### config.mk
export PLATFORM = sky130hd
export DESIGN_NAME = bold_open_load
export DESIGN_NICKNAME = d
export VERILOG_FILES = /design/src/bold_pkg.sv /design/src/bold_open_load.sv /design/src/bold_run_channel.sv /design/src/bold_sync3.sv
export SDC_FILE = /design/constraint.sdc
export NUM_CORES = 1
export LEC_CHECK = 0
export ABC_AREA = 0
export BUFFER_PORTS_ARGS = -buffer_cell sky130_fd_sc_hd__buf_2
export CORE_UTILIZATION = 51
export DETAILED_ROUTE_END_ITERATION = 6
export GPL_TIMING_DRIVEN = 0
export PLACE_DENSITY = 0.72
export SLEW_MARGIN = 20
export SYNTH_ARGS = -nofsm -noshare
export SYNTH_HDL_FRONTEND = slang
export SYNTH_HIERARCHICAL = 1
export SYNTH_SLANG_ARGS = --single-unit
### constraint.sdc
create_clock -name core_clk -period 2.5 [get_ports core_clk]
set_input_delay 0.5 -clock core_clk [delete_from_list [all_inputs] [get_ports core_clk]]
set_output_delay 0.5 -clock core_clk [all_outputs]
set_load 0.01 [all_outputs]
### src/bold_pkg.sv
package bold_pkg;
	// Internal oscillator rate and running detection time
	localparam int unsigned OSC_HZ = 40000000;
	localparam int unsigned RUN_DETECT_MS = 100;
	localparam int unsigned RUN_DETECT_CYC = OSC_HZ / 1000 * RUN_DETECT_MS;
	localparam int CNT_W = 23;
	// Stopped-test duration choices, in microseconds
	localparam int unsigned STOP_TEST_US_0 = 100;
	localparam int unsigned STOP_TEST_US_1 = 500;
	localparam int unsigned STOP_TEST_US_2 = 1000;
	localparam int unsigned STOP_TEST_US_3 = 5000;
	localparam int unsigned STOP_TEST_CYC_0 = OSC_HZ / 1000000 * STOP_TEST_US_0;
	localparam int unsigned STOP_TEST_CYC_1 = OSC_HZ / 1000000 * STOP_TEST_US_1;
	localparam int unsigned STOP_TEST_CYC_2 = OSC_HZ / 1000000 * STOP_TEST_US_2;
	localparam int unsigned STOP_TEST_CYC_3 = OSC_HZ / 1000000 * STOP_TEST_US_3;
	localparam int TEST_W = 18;
	// Execute bit positions in setup_word_seven, result bits in fault_report_word
	localparam int EXEC_BIT_A = 30;
	localparam int EXEC_BIT_B = 27;
	localparam int RESULT_BIT_A = 18;
	localparam int RESULT_BIT_B = 17;
	localparam logic RUN_FLAG_RST = 1'b0;
	localparam logic STOP_RES_RST = 1'b0;
	typedef enum logic [1:0] {BOLD_IDLE, BOLD_DRIVE, BOLD_DONE} bold_test_state_t;
endpackage : bold_pkg

### src/bold_open_load.sv
//////////////////////////////////////////////////////////////////////////////
// Behaviour
// - Monitoring and low current: qualification counter increments.
// - Monitoring and current above threshold: counter cleared and held.
// - Not monitoring but masked: counter cleared.
// - Neither monitoring nor masked: counter frozen.
// - Running flag set after 100 ms of low current.
// - Running flag clears only on current above threshold while monitoring; a mask clear keeps it.
// - Disabled or in fault high impedance: no monitoring, flag keeps its value.
// - Running flag is status only, never touches drive.
// - Running flag copied into status every cycle.
// - Monitoring means exactly one high side of a channel on.
// - Mask in initial diagnosis, disable, fault high impedance, sleep.
// - Initial diagnosis only checks the comparator, runs no test.
// - Host selects test duration; each test uses it.
// - Switching judged against half battery voltage comparator.
// - Start only from zero-duty brake or serial brake.
// - Faults and diagnosis abort test; outputs go high impedance.
// - Aborted test leaves result bits 18 and 17 at zero.
// - Under-voltage off state never counts as a test start.
// - Test drives one transistor, watches the opposite output.
// - Sleep input low stops logic and monitoring.
//////////////////////////////////////////////////////////////////////////////
module bold_open_load (
	input wire logic core_clk,
	input wire logic rst,
	input wire logic sleep_request_n,
	input wire logic [1:0] drive_enable_lo,
	input wire logic [1:0] drive_enable_hi,
	input wire logic [3:0] high_side_on,
	input wire logic [1:0] low_current_compare_in,
	input wire logic [1:0] half_vbat_compare_in,
	input wire logic initial_fault_indicator_out_active,
	input wire logic undervoltage_fault,
	input wire logic overcurrent_fault,
	input wire logic overtemp_fault,
	input wire logic [1:0] fault_hiz_active,
	input wire logic [1:0] stopped_by_zero_duty,
	input wire logic [1:0] stopped_by_serial,
	input wire logic [1:0] stop_exec_wr,
	input wire logic [1:0] stop_test_sel,
	input wire logic [1:0] stop_result_clr,
	output logic [1:0] running_open_load_flag,
	output logic [1:0] status_running_open,
	output logic [1:0] stop_open_result,
	output logic [1:0] stop_test_busy,
	output logic [3:0] test_high_on,
	output logic [3:0] test_low_on,
	output logic [1:0] test_abort_hiz,
	output logic [1:0] fault_indicator_out_o,
	output logic [1:0] fault_indicator_out_oe
);
	//////////////////////////////////////////////////////////////////////////
	localparam int TEST_LEN_W = bold_pkg::TEST_W;
	logic [1:0] lc_sync;
	logic [1:0] hv_sync;
	logic [1:0] en_lo_sync;
	logic [1:0] en_hi_sync;
	logic sleep_n_sync;
	logic awake;
	logic any_fault;
	logic [TEST_LEN_W-1:0] dur_cyc;
	genvar gi;

	// Sleep pin is asynchronous; its synchroniser resets low, so the block
	// stays masked for a few cycles after reset until the pin level arrives
	bold_sync3 u_sleep (
		.core_clk(core_clk),
		.rst(rst),
		.pin_in(sleep_request_n),
		.level_out(sleep_n_sync)
	);

	assign awake = sleep_n_sync;
	assign any_fault = undervoltage_fault || overcurrent_fault || overtemp_fault || initial_fault_indicator_out_active;

	always_comb begin
		case (stop_test_sel)
			2'h0: dur_cyc = TEST_LEN_W'(bold_pkg::STOP_TEST_CYC_0);
			2'h1: dur_cyc = TEST_LEN_W'(bold_pkg::STOP_TEST_CYC_1);
			2'h2: dur_cyc = TEST_LEN_W'(bold_pkg::STOP_TEST_CYC_2);
			default: dur_cyc = TEST_LEN_W'(bold_pkg::STOP_TEST_CYC_3);
		endcase
	end

	//////////////////////////////////////////////////////////////////////////
	generate
		for (gi = 0; gi < 2; gi++) begin : g_ch
			logic enabled;
			logic mask_any;
			logic start_ok;
			logic abort;
			bold_pkg::bold_test_state_t st_r;
			logic [TEST_LEN_W-1:0] tcnt_r;
			logic [TEST_LEN_W-1:0] tlen_r;
			logic seen_r;
			logic res_r;

			// Comparators and enable pins cross from outside the oscillator domain
			bold_sync3 u_lc (
				.core_clk(core_clk),
				.rst(rst),
				.pin_in(low_current_compare_in[gi]),
				.level_out(lc_sync[gi])
			);
			bold_sync3 u_hv (
				.core_clk(core_clk),
				.rst(rst),
				.pin_in(half_vbat_compare_in[gi]),
				.level_out(hv_sync[gi])
			);
			bold_sync3 u_en_lo (
				.core_clk(core_clk),
				.rst(rst),
				.pin_in(drive_enable_lo[gi]),
				.level_out(en_lo_sync[gi])
			);
			bold_sync3 u_en_hi (
				.core_clk(core_clk),
				.rst(rst),
				.pin_in(drive_enable_hi[gi]),
				.level_out(en_hi_sync[gi])
			);

			assign enabled = en_hi_sync[gi] && !en_lo_sync[gi];
			assign mask_any = initial_fault_indicator_out_active || !enabled || fault_hiz_active[gi] || !awake;

			bold_run_channel u_run (
				.core_clk(core_clk),
				.rst(rst),
				.high_a_on(high_side_on[2*gi]),
				.high_b_on(high_side_on[2*gi+1]),
				.compare_low(!lc_sync[gi]),
				.mask_any(mask_any),
				.logic_active(awake),
				.open_flag_r(running_open_load_flag[gi])
			);

			assign status_running_open[gi] = running_open_load_flag[gi];

			assign start_ok = awake && enabled && !any_fault && !fault_hiz_active[gi]
				&& (stopped_by_zero_duty[gi] || stopped_by_serial[gi]);
			assign abort = any_fault || !awake;

			always_ff @(posedge core_clk or posedge rst) begin
				if (rst) begin
					st_r <= bold_pkg::BOLD_IDLE;
					tcnt_r <= '0;
					tlen_r <= '0;
					seen_r <= 1'b0;
				end else begin
					case (st_r)
						bold_pkg::BOLD_IDLE: begin
							if (stop_exec_wr[gi] && start_ok) begin
								st_r <= bold_pkg::BOLD_DRIVE;
								tcnt_r <= '0;
								tlen_r <= dur_cyc;
								seen_r <= 1'b0;
							end
						end
						bold_pkg::BOLD_DRIVE: begin
							if (abort) begin
								st_r <= bold_pkg::BOLD_IDLE;
							end else if (tcnt_r == tlen_r - 1'b1) begin
								st_r <= bold_pkg::BOLD_DONE;
							end else begin
								tcnt_r <= tcnt_r + 1'b1;
							end
							if (hv_sync[gi]) begin
								seen_r <= 1'b1;
							end
						end
						default: begin
							st_r <= bold_pkg::BOLD_IDLE;
						end
					endcase
				end
			end

			always_ff @(posedge core_clk or posedge rst) begin
				if (rst) begin
					res_r <= bold_pkg::STOP_RES_RST;
				// unswitched output flags open; abort never reaches here
				end else if (st_r == bold_pkg::BOLD_DONE && !seen_r) begin
					res_r <= 1'b1;
				end else if (stop_result_clr[gi] || (st_r == bold_pkg::BOLD_IDLE && stop_exec_wr[gi] && start_ok)) begin
					res_r <= 1'b0;
				end
			end
			assign stop_open_result[gi] = res_r;
			assign stop_test_busy[gi] = (st_r == bold_pkg::BOLD_DRIVE);

			// single high side, opposite output watched
			assign test_high_on[2*gi] = (st_r == bold_pkg::BOLD_DRIVE);
			assign test_high_on[2*gi+1] = 1'b0;
			assign test_low_on[2*gi] = 1'b0;
			assign test_low_on[2*gi+1] = 1'b0;
			assign test_abort_hiz[gi] = (st_r == bold_pkg::BOLD_DRIVE) && abort;

			// open-drain low on flag or stop result; flag feeds no drive path
			assign fault_indicator_out_o[gi] = 1'b0;
			assign fault_indicator_out_oe[gi] = running_open_load_flag[gi] || res_r;
		end
	endgenerate
endmodule : bold_open_load

### src/bold_run_channel.sv
module bold_run_channel (
	input wire logic core_clk,
	input wire logic rst,
	input wire logic high_a_on,
	input wire logic high_b_on,
	input wire logic compare_low,
	input wire logic mask_any,
	input wire logic logic_active,
	output logic open_flag_r
);
	logic [bold_pkg::CNT_W-1:0] cnt_r;
	logic monitor;

	assign monitor = logic_active && (high_a_on ^ high_b_on);

	always_ff @(posedge core_clk or posedge rst) begin
		if (rst) begin
			cnt_r <= '0;
		end else if (monitor && !mask_any) begin
			if (compare_low) begin
				if (cnt_r != bold_pkg::CNT_W'(bold_pkg::RUN_DETECT_CYC)) begin
					cnt_r <= cnt_r + 1'b1;
				end
			end else begin
				cnt_r <= '0;
			end
		end else if (mask_any) begin
			cnt_r <= '0;
		end
	end

	always_ff @(posedge core_clk or posedge rst) begin
		if (rst) begin
			open_flag_r <= bold_pkg::RUN_FLAG_RST;
		end else if (monitor && !mask_any) begin
			if (compare_low && cnt_r == bold_pkg::CNT_W'(bold_pkg::RUN_DETECT_CYC - 1)) begin
				open_flag_r <= 1'b1;
			end else if (!compare_low) begin
				open_flag_r <= 1'b0;
			end
		end
	end
endmodule : bold_run_channel

### src/bold_sync3.sv
module bold_sync3 (
	input wire logic core_clk,
	input wire logic rst,
	input wire logic pin_in,
	output logic level_out
);
	logic s1_r;
	logic s2_r;
	logic s3_r;

	always_ff @(posedge core_clk or posedge rst) begin
		if (rst) begin
			s1_r <= 1'b0;
			s2_r <= 1'b0;
			s3_r <= 1'b0;
			level_out <= 1'b0;
		end else begin
			s1_r <= pin_in;
			s2_r <= s1_r;
			s3_r <= s2_r;
			// Accept a change once two later stages agree
			if (s2_r == s3_r) begin
				level_out <= s3_r;
			end
		end
	end
endmodule : bold_sync3
* Yosys cells after proc, flatten, opt, wreduce, memory -nomap -nowiden
Cells that the tools add are included.
** Word-level totals
- Register bits after elaboration :: 164
- Input port bits :: 31
- Output and inout port bits :: 22
- Word-level logic and storage cells :: 209
** Cells by class
- $add $sub $neg :: 6
- Eq/ne operators :: 33
- Muxes and demuxes :: 39
- Bitwise gates (word level) :: 2
- Reductions and logical operators :: 79
** Operator list (number)
- $mux 23 :: 8
- $mux 18 :: 6
- $pmux 18 s2 :: 2
- $pmux 18 s3 :: 1
- $add 23x1->23 const B :: 2
- $eq 23x22->1 const B :: 2
- $ne 23x22->1 const B :: 2
- $add 18x1->18 const B :: 2
- $eq 18x18->1 :: 2
- $sub 18x1->18 const B :: 2
- $logic_and 1x1->1 :: 26
- $logic_or 1x1->1 :: 16
- $reduce_and 2->1 :: 8
- $reduce_bool 2->1 :: 8
- $logic_not 1->1 :: 14
- $mux 1 :: 12
- $mux 2 :: 6
- $ne 2x2->1 const B :: 6
- $eq 1x1->1 :: 9
- $pmux 2 s2 :: 2
- $reduce_and 4->1 :: 2
- $eq 2x1->1 const B :: 3
- $eq 2x2->1 const B :: 3
- $logic_not 2->1 :: 3
- other kinds (6) :: 12

* Logic depth before layout (Yosys ltp)
Gate-level depths: netlist (run 1).
- Depth in word-level cells :: 11
- Gate-level depth with buffers :: 12
- Mapped depth without buffers :: 9

* By module
Netlist (run 1), hierarchy kept.
** Modules (own cells, without submodules)
- bold_open_load :: times used 1, cells each 488, area each 4103.9 µm², seq. area each 1501.4 µm²
- bold_run_channel :: times used 2, cells each 164, area each 1438.9 µm², seq. area each 600.6 µm²
- bold_sync3 :: times used 9, cells each 6, area each 115.1 µm², seq. area each 100.1 µm²

* Worst setup path before layout (run 1)
Ideal clock, no wire load.
- Path type :: register -> register
- Start point :: register g_ch[1].tlen_r[15]
- End point :: register g_ch[1].tcnt_r[15]
- Setup time :: 77 ps
- Arrival time :: 2478 ps
- Data required time :: 2423 ps
- Setup slack :: -55 ps
- Stages on the path, launching flop included :: 10
- Buffers on the path :: 2
- Period minus slack after synthesis :: 2555 ps
- Path through :: dfrtp_1 buf_4 xnor2_1 mux2_1 a32o_1 a22o_1 and4_1 buf_6 or4_1 a21oi_1
** On the way
- Cells in the longest elaborated chain, start to end :: 4
** RTL lines
- from (decl) :: RTL line bold_open_load.sv:95 : logic [TEST_LEN_W-1:0] tlen_r;
- from (signal assigned) :: RTL line bold_open_load.sv:157 : tlen_r <= dur_cyc;
- $sub 18x1->18 :: RTL line bold_open_load.sv:164 : end else if (tcnt_r == tlen_r - 1'b1) begin
- $eq 18x18->1 :: RTL line bold_open_load.sv:164
- $ne 2x2->1 (no line)
- $reduce_and 4->1 (no line)
- to (signal assigned) :: RTL line bold_open_load.sv:167 : tcnt_r <= tcnt_r + 1'b1;
- to (decl) :: RTL line bold_open_load.sv:94 : logic [TEST_LEN_W-1:0] tcnt_r;
Every way passes these cells.
A chain may end at the register's enable or synchronous reset.

* Worst setup path after layout (run 1)
- Start point :: register g_ch[1].tlen_r[9]
- End point :: register g_ch[1].tcnt_r[0]
The elaborated chain is that of the path after synthesis.

==> reports/results.tsv, run 1 <==
metric	value	unit
status	finished with violations	
failing checks	negative setup slack	
slack of the worst reg-to-reg path	-70	ps
Yosys top cell by area	dfrtp_1	
Yosys reg bits	144	
nature of the critical path endpoint	register	
Final Power	5480	uW
CP max FO	8	
largest net degree at the start of global routing	50	
share of layout cells above drive strength 1	0.248	
Peak Freq	389	MHz
arrival time at the worst endpoint	2910	ps
worst-margin pin slew	917	ps
initial antenna violation count	1	
hpwl dp	13200	um
CTS H-tree lvls	4	
FF/Latch Area	3610	um2
Fin Setup TNS	-502	ps
Post-synth ARST share	1.00	
WL/cell	16.7	um
yosys warns	6	
Final Max Slew Viols	0	
Global Route Usage Sum	0.256	
Mapped Cells	870	
cts hold-fix bufs	0	
DR vias/cell	5.93	
count of cell types in the netlist	72	
setup repair after global routing missed its margin	true	
Synth Flop Type	dfrtp_1	
initial DRC count	626	
CTS root buffer	clkbuf_16	
fill count	1253	
CTS Buf Count	17	
TritonRoute pass-1 iters	5	
crit start category	register	
VDD IR-drop max	0.000533	V
final net count	1013	
Area Overhead vs Synth	22.4	%
CTS tree	done	
global-route wire length before repair	32700	um
Synth top area share	0.449	
commonest non-fill, non-tap cell in the layout	dfrtp_1	
clock sink count	144	
DRC Markers	0	
Slew headroom	0.388	
setup violators final	17	
port bufs	44	
final hold violations	0	
Clk Latency, worst-skew pair	430	ps
Worst-path clk slew	70	ps
Post-synth EDFFs	0	
synth top area cells	dfrtp_1 45%, nand2_1 4.1%, a21oi_1 2.9%	
vias in the first global route	6501	
Final ANT Viol Nets	0	
die area	16200	um2
minimum clock period	2570	ps
Crit path largest cell delay	450	ps
Syn Std Cell Area	8020	um2
period utilization	1.03	
Crit-path slowest cell	or4_4	
vias post-DR	7064	
clk_skew	12.4	ps
most frequent cells in the layout	137 x dfrtp_1, 85 x nand2_1, 51 x buf_2, 47 x a21oi_1, 46 x o21ai_1	
Final WS setup	-69.3	ps
Antenna Cells	0	
Seq/Total Area, Yosys	0.449	
Routed WL	19900	um
gr ovfl total	0	
# rows	45	
Core Box Area	15300	um2
final core area utilization	0.643	
Min Hold Slack	81.4	ps
GPL Wtd Cong	0.878	
Multi-input gate area	4300	um2
Die Span X	127	um
CP Class	register to register	
Initial Utilization	0.525	
height of the chip	127	um
worst hold path class	input pin to asynchronous set/reset pin	
pwr/cell area	558	nW/um2
Max Cap Viol	0	
io pins	53	
Leak	0.00438	uW
Placed Cells	1133	
CTS Buffer Depth	2	
Critical Path RT	2840	ps
Post-Syn Area per Cell	9.22	um2
non-filler instance count after layout	1192	
crit-path cells	buf_6 -> inv_4 -> ha_4 -> xor2_1 -> nand4_1 -> or4_4 -> a211oi_4 -> buf_4 -> a41oi_2 -> or2_4 -> mux2i_1	
-- power by group --
| part | leakage [uW] | internal [uW] | switching (uW) | total (uW) |
|---|---|---|---|---|
| logic | 0.00218 | 168 | 221 | 389 |
| clock network | 0.000299 | 1650 | 1010 | 2660 |
| registers | 0.00189 | 2380 | 45.5 | 2430 |
| total | 0.00438 | 4200 | 1270 | 5480 |
-- critical path, delay by kind of cell, from the launching register on --
| kind | cells | cell delay, ps |
|---|---|---|
| AOI/OAI and AO/OA | 2 | 390 |
| buffers and inverters | 3 | 360 |
| DFF | 1 | 340 |
| muxes | 1 | 130 |
| xor gates and xnor gates | 1 | 140 |
| and+or+nand+nor | 3 | 860 |
| adders and majority gates | 1 | 250 |
-- registers in the layout (all words and copies together), names as in the netlist, 4 cells and up --
| name | cells |
|---|---|
| g_ch.tlen_r | 16 |
| g_ch.u_run/cnt_r | 46 |
| g_ch.st_r | 4 |
| g_ch.tcnt_r | 36 |
-- metal layers --
layer,wire (um),vias to the layer above,track usage
li1,-,3380,-
met1,9270,3446,0.366
met2,9250,202,0.388
met3,986,34,0.0536
met4,378,2,0.0833
met5,11,-,0
-- stage by stage --
step / setup WS, ps / area, um2
after CTS: -44.3 / 9550
after detailed placement: -684 / 8570
after global placement: -707 / 8540
final: -69.3 / 9820
after global routing: -203 / 9820
after floorplan: 20.7 / 8060
-- cell type report --
| type | count | share of cell area |
|---|---|---|
| well taps | 211 | 0.0269 |
| clock inverters | 11 | 0.0157 |
| repair buffers | 78 | 0.0511 |
| flip-flops and latches | 144 | 0.368 |
| plain buffers | 48 | 0.0331 |
| multi-input cells | 631 | 0.438 |
| clock buffers | 20 | 0.0475 |
| inverters | 49 | 0.0195 |
-- synthesized netlist by cell type, drive strengths merged (8+ instances only) --
master    n
nor3     27
nand2    88
or3      22
dfrtp   144
nand4    32
xnor2    12
a31oi    20
ha       13
nand3    39
or4      22
buf      33
a21oi    49
nor4     13
and3     13
o31ai    15
maj3      9
inv      49
o21ai    75
nand2b   15
clkbuf   20
or3b      8
nor2     41
xor2      9
a21o     15
-- worst paths after layout --
check / end / cells past startpoint / from
setup reg to reg: g_ch[1].tcnt_r[0] / 11 / g_ch[1].tlen_r[9]
hold / removal: g_ch[1].u_hv/s3_r / 2 / rst
max in group asynchronous: g_ch[1].u_run/cnt_r[20] / 2 / rst
min in group core_clk: g_ch[1].u_lc/s1_r / 1 / low_current_compare_in[1]
hold reg to reg: g_ch[1].u_hv/s2_r / 0 / g_ch[1].u_hv/s1_r
setup / recovery: g_ch[1].tcnt_r[0] / 11 / g_ch[1].tlen_r[9]
-- repair_timing --
item / CTS / global route
pin swaps: 14 / 26
buffers inserted: 19 / 10
gates resized for setup: 54 / 60
endpoints found under the setup margin: 90 / 76
gates cloned: 4 / 0
-- cell families (layout without fill, tap and decap cells) --
group           Yosys count  after routing  share of synthesized area
simple gates            348            348                      0.245
xor+xnor                 21             21                     0.0229
compound gates          226            226                      0.179
fa+ha+maj                22             22                     0.0329
mux                       6              6                    0.00765
buf+inv                 102            206                     0.0621
other cells               1              8                   0.000468
flops                   144            144                      0.449
Power figures use the tool's default switching activity.
==> run 2, diff against run 1 <==
--- a/config.mk
+++ b/config.mk
@@ -11,6 +11,7 @@
 export DETAILED_ROUTE_END_ITERATION = 6
 export GPL_TIMING_DRIVEN = 0
 export PLACE_DENSITY = 0.72
+export RECOVER_POWER = 100
 export SLEW_MARGIN = 20
 export SYNTH_ARGS = -nofsm -noshare
 export SYNTH_HDL_FRONTEND = slang
==> run 2 against run 1 <==
Final area is 0.84% lower. Die area stayed put. Sequential share of layout area is 0.31 points higher. The run still ends with negative setup slack left. Worst setup slack better by 0.69 ps. Utilization is 0.54 points lower. Total power is 0.14% lower. Via count hardly changed. Fmax hardly changed. Combinational power is 3% lower. Non-clock buffer count stayed put.
==> reports/results.tsv, run 2 (synthesis results as in run 1) <==
metric	value	unit
DRC Markers	0	
Max Cap Viol	0	
global-route wire length before repair	32700	um
largest net degree at the start of global routing	50	
Clk Latency, worst-skew pair	430	ps
CP Class	register to register	
gr ovfl total	0	
most flop-heavy register	g_ch.u_run/cnt_r	
met3 global-route usage	0.0536	
VDD IR-drop max	0.000523	V
Multi-input gate area	4270	um2
GRT busiest layer	met2	
FF/Latch Area	3610	um2
Initial Utilization	0.525	
CP max FO	8	
vias in the first global route	6501	
worst hold path class	input pin to register	
most frequent cells in the layout	137 x dfrtp_1, 85 x nand2_1, 47 x a21oi_1, 45 x inv_1, 40 x o21ai_1	
Die Span X	127	um
cts hold-fix bufs	0	
nature of the critical path endpoint	register	
Worst-path clk slew	60	ps
crit start category	register	
height of the chip	127	um
clk_skew	8.07	ps
top flop regs	g_ch.u_run/cnt_r x46, g_ch.tcnt_r x36, g_ch.tlen_r x16	
Area Overhead vs Synth	21.4	%
io pins	53	
clock sink count	144	
vias post-DR	7060	
Global Route Usage Sum	0.256	
Final Power	5470	uW
commonest non-fill, non-tap cell in the layout	dfrtp_1	
port bufs	44	
Antenna Cells	0	
met1 GRT Util	0.366	
hpwl dp	13200	um
Leak	0.00430	uW
CTS Buf Count	17	
Core Box Area	15300	um2
Place WS	-684	ps
Critical Path RT	2840	ps
# rows	45	
max reg flops	46	
WL/cell	16.7	um
Routed WL	19900	um
Final ANT Viol Nets	0	
final core area utilization	0.638	
met2 GRT Util	0.388	
arrival time at the worst endpoint	2910	ps
DR vias/cell	5.92	
minimum clock period	2570	ps
status	finished with violations	
setup repair after global routing missed its margin	true	
share of layout cells above drive strength 1	0.222	
CTS Buffer Depth	2	
initial DRC count	582	
Fin Setup TNS	-457	ps
GPL Wtd Cong	0.878	
setup violators final	16	
CTS tree	done	
worst-margin pin slew	1260	ps
failing checks	negative setup slack	
initial antenna violation count	1	
final hold violations	0	
Slew headroom	0.162	
CTS root buffer	clkbuf_16	
TritonRoute pass-1 iters	5	
pwr/cell area	562	nW/um2
final net count	1013	
fill count	1270	
CTS H-tree lvls	4	
Final Max Slew Viols	0	
Peak Freq	389	MHz
Final WS setup	-68.6	ps
die area	16200	um2
Min Hold Slack	178	ps
period utilization	1.03	
-- run 2: changes by cell type in the layout (fill, tap and decap cells not counted), sizes merged --
cell,delta
inv,-1
clkbuf,+25
clkinvlp,+1
buf,-25
-- run 2: path summary, 6_finish.rpt --
path                                        endpoint            startpoint  slack (ps)  depth (start not counted)
worst min register to register  g_ch[1].u_en_hi/s2_r  g_ch[1].u_en_hi/s1_r         350                          0
worst max register to register     g_ch[1].tcnt_r[0]     g_ch[1].tlen_r[9]         -70                         11
max in group asynchronous          g_ch[0].tlen_r[7]                   rst         500                          3
min in group asynchronous          g_ch[1].u_lc/s1_r                   rst         200                          2
worst min-delay path            g_ch[0].u_en_lo/s1_r    drive_enable_lo[0]         180                          1
worst max-delay path               g_ch[1].tcnt_r[0]     g_ch[1].tlen_r[9]         -70                         11
-- run 2: layout make-up --
cell class / count / share of cell area
Multi-Input combinational cell: 631 / 0.438
Sequential cell: 144 / 0.371
Clock buffer: 20 / 0.0479
Timing Repair Buffer: 78 / 0.0472
Buffer: 48 / 0.0330
Tap cell: 211 / 0.0271
Inverter: 49 / 0.0195
Clock inverter: 11 / 0.0158
-- run 2: routing by layer --
layer | part of all wire | vias to the layer above
met5 | 0.00055 | -
met4 | 0.019 | 2
met3 | 0.051 | 34
met2 | 0.46 | 209
met1 | 0.47 | 3436
li1 | - | 3379
-- run 2: worst max-delay path, cell delays in order, from the launching register on --
cell and delay, ps:
dfrtp_1 340, buf_6 150, inv_4 40, ha_4 250, xor2_1 140, nand4_1 130, or4_4 450, a211oi_4 220
buf_4 170, a41oi_2 160, or2_4 280, mux2i_1 140
-- run 2: repair_timing --
| item | in CTS | in global routing |
|---|---|---|
| resized for setup | 54 | 60 |
| pin swaps | 14 | 26 |
| gates cloned | 4 | 0 |
| endpoints found under the setup margin | 90 | 76 |
| setup buffers | 19 | 10 |
-- run 2: where the power goes --
| part | switching [uW] | internal [uW] | total [uW] | leakage (uW) |
|---|---|---|---|---|
| combinational | 220 | 158 | 378 | 0.00210 |
| sequential | 44.1 | 2380 | 2430 | 0.00189 |
| clock | 1010 | 1650 | 2660 | 0.000299 |
| total | 1270 | 4200 | 5470 | 0.00430 |
-- run 2: through the flow --
stage	std cells	cell area, um2
after global routing	1192	9730
final	1192	9730
after floorplan	877	8060
after global placement	1132	8540
after detailed placement	1133	8570
after CTS	1183	9550
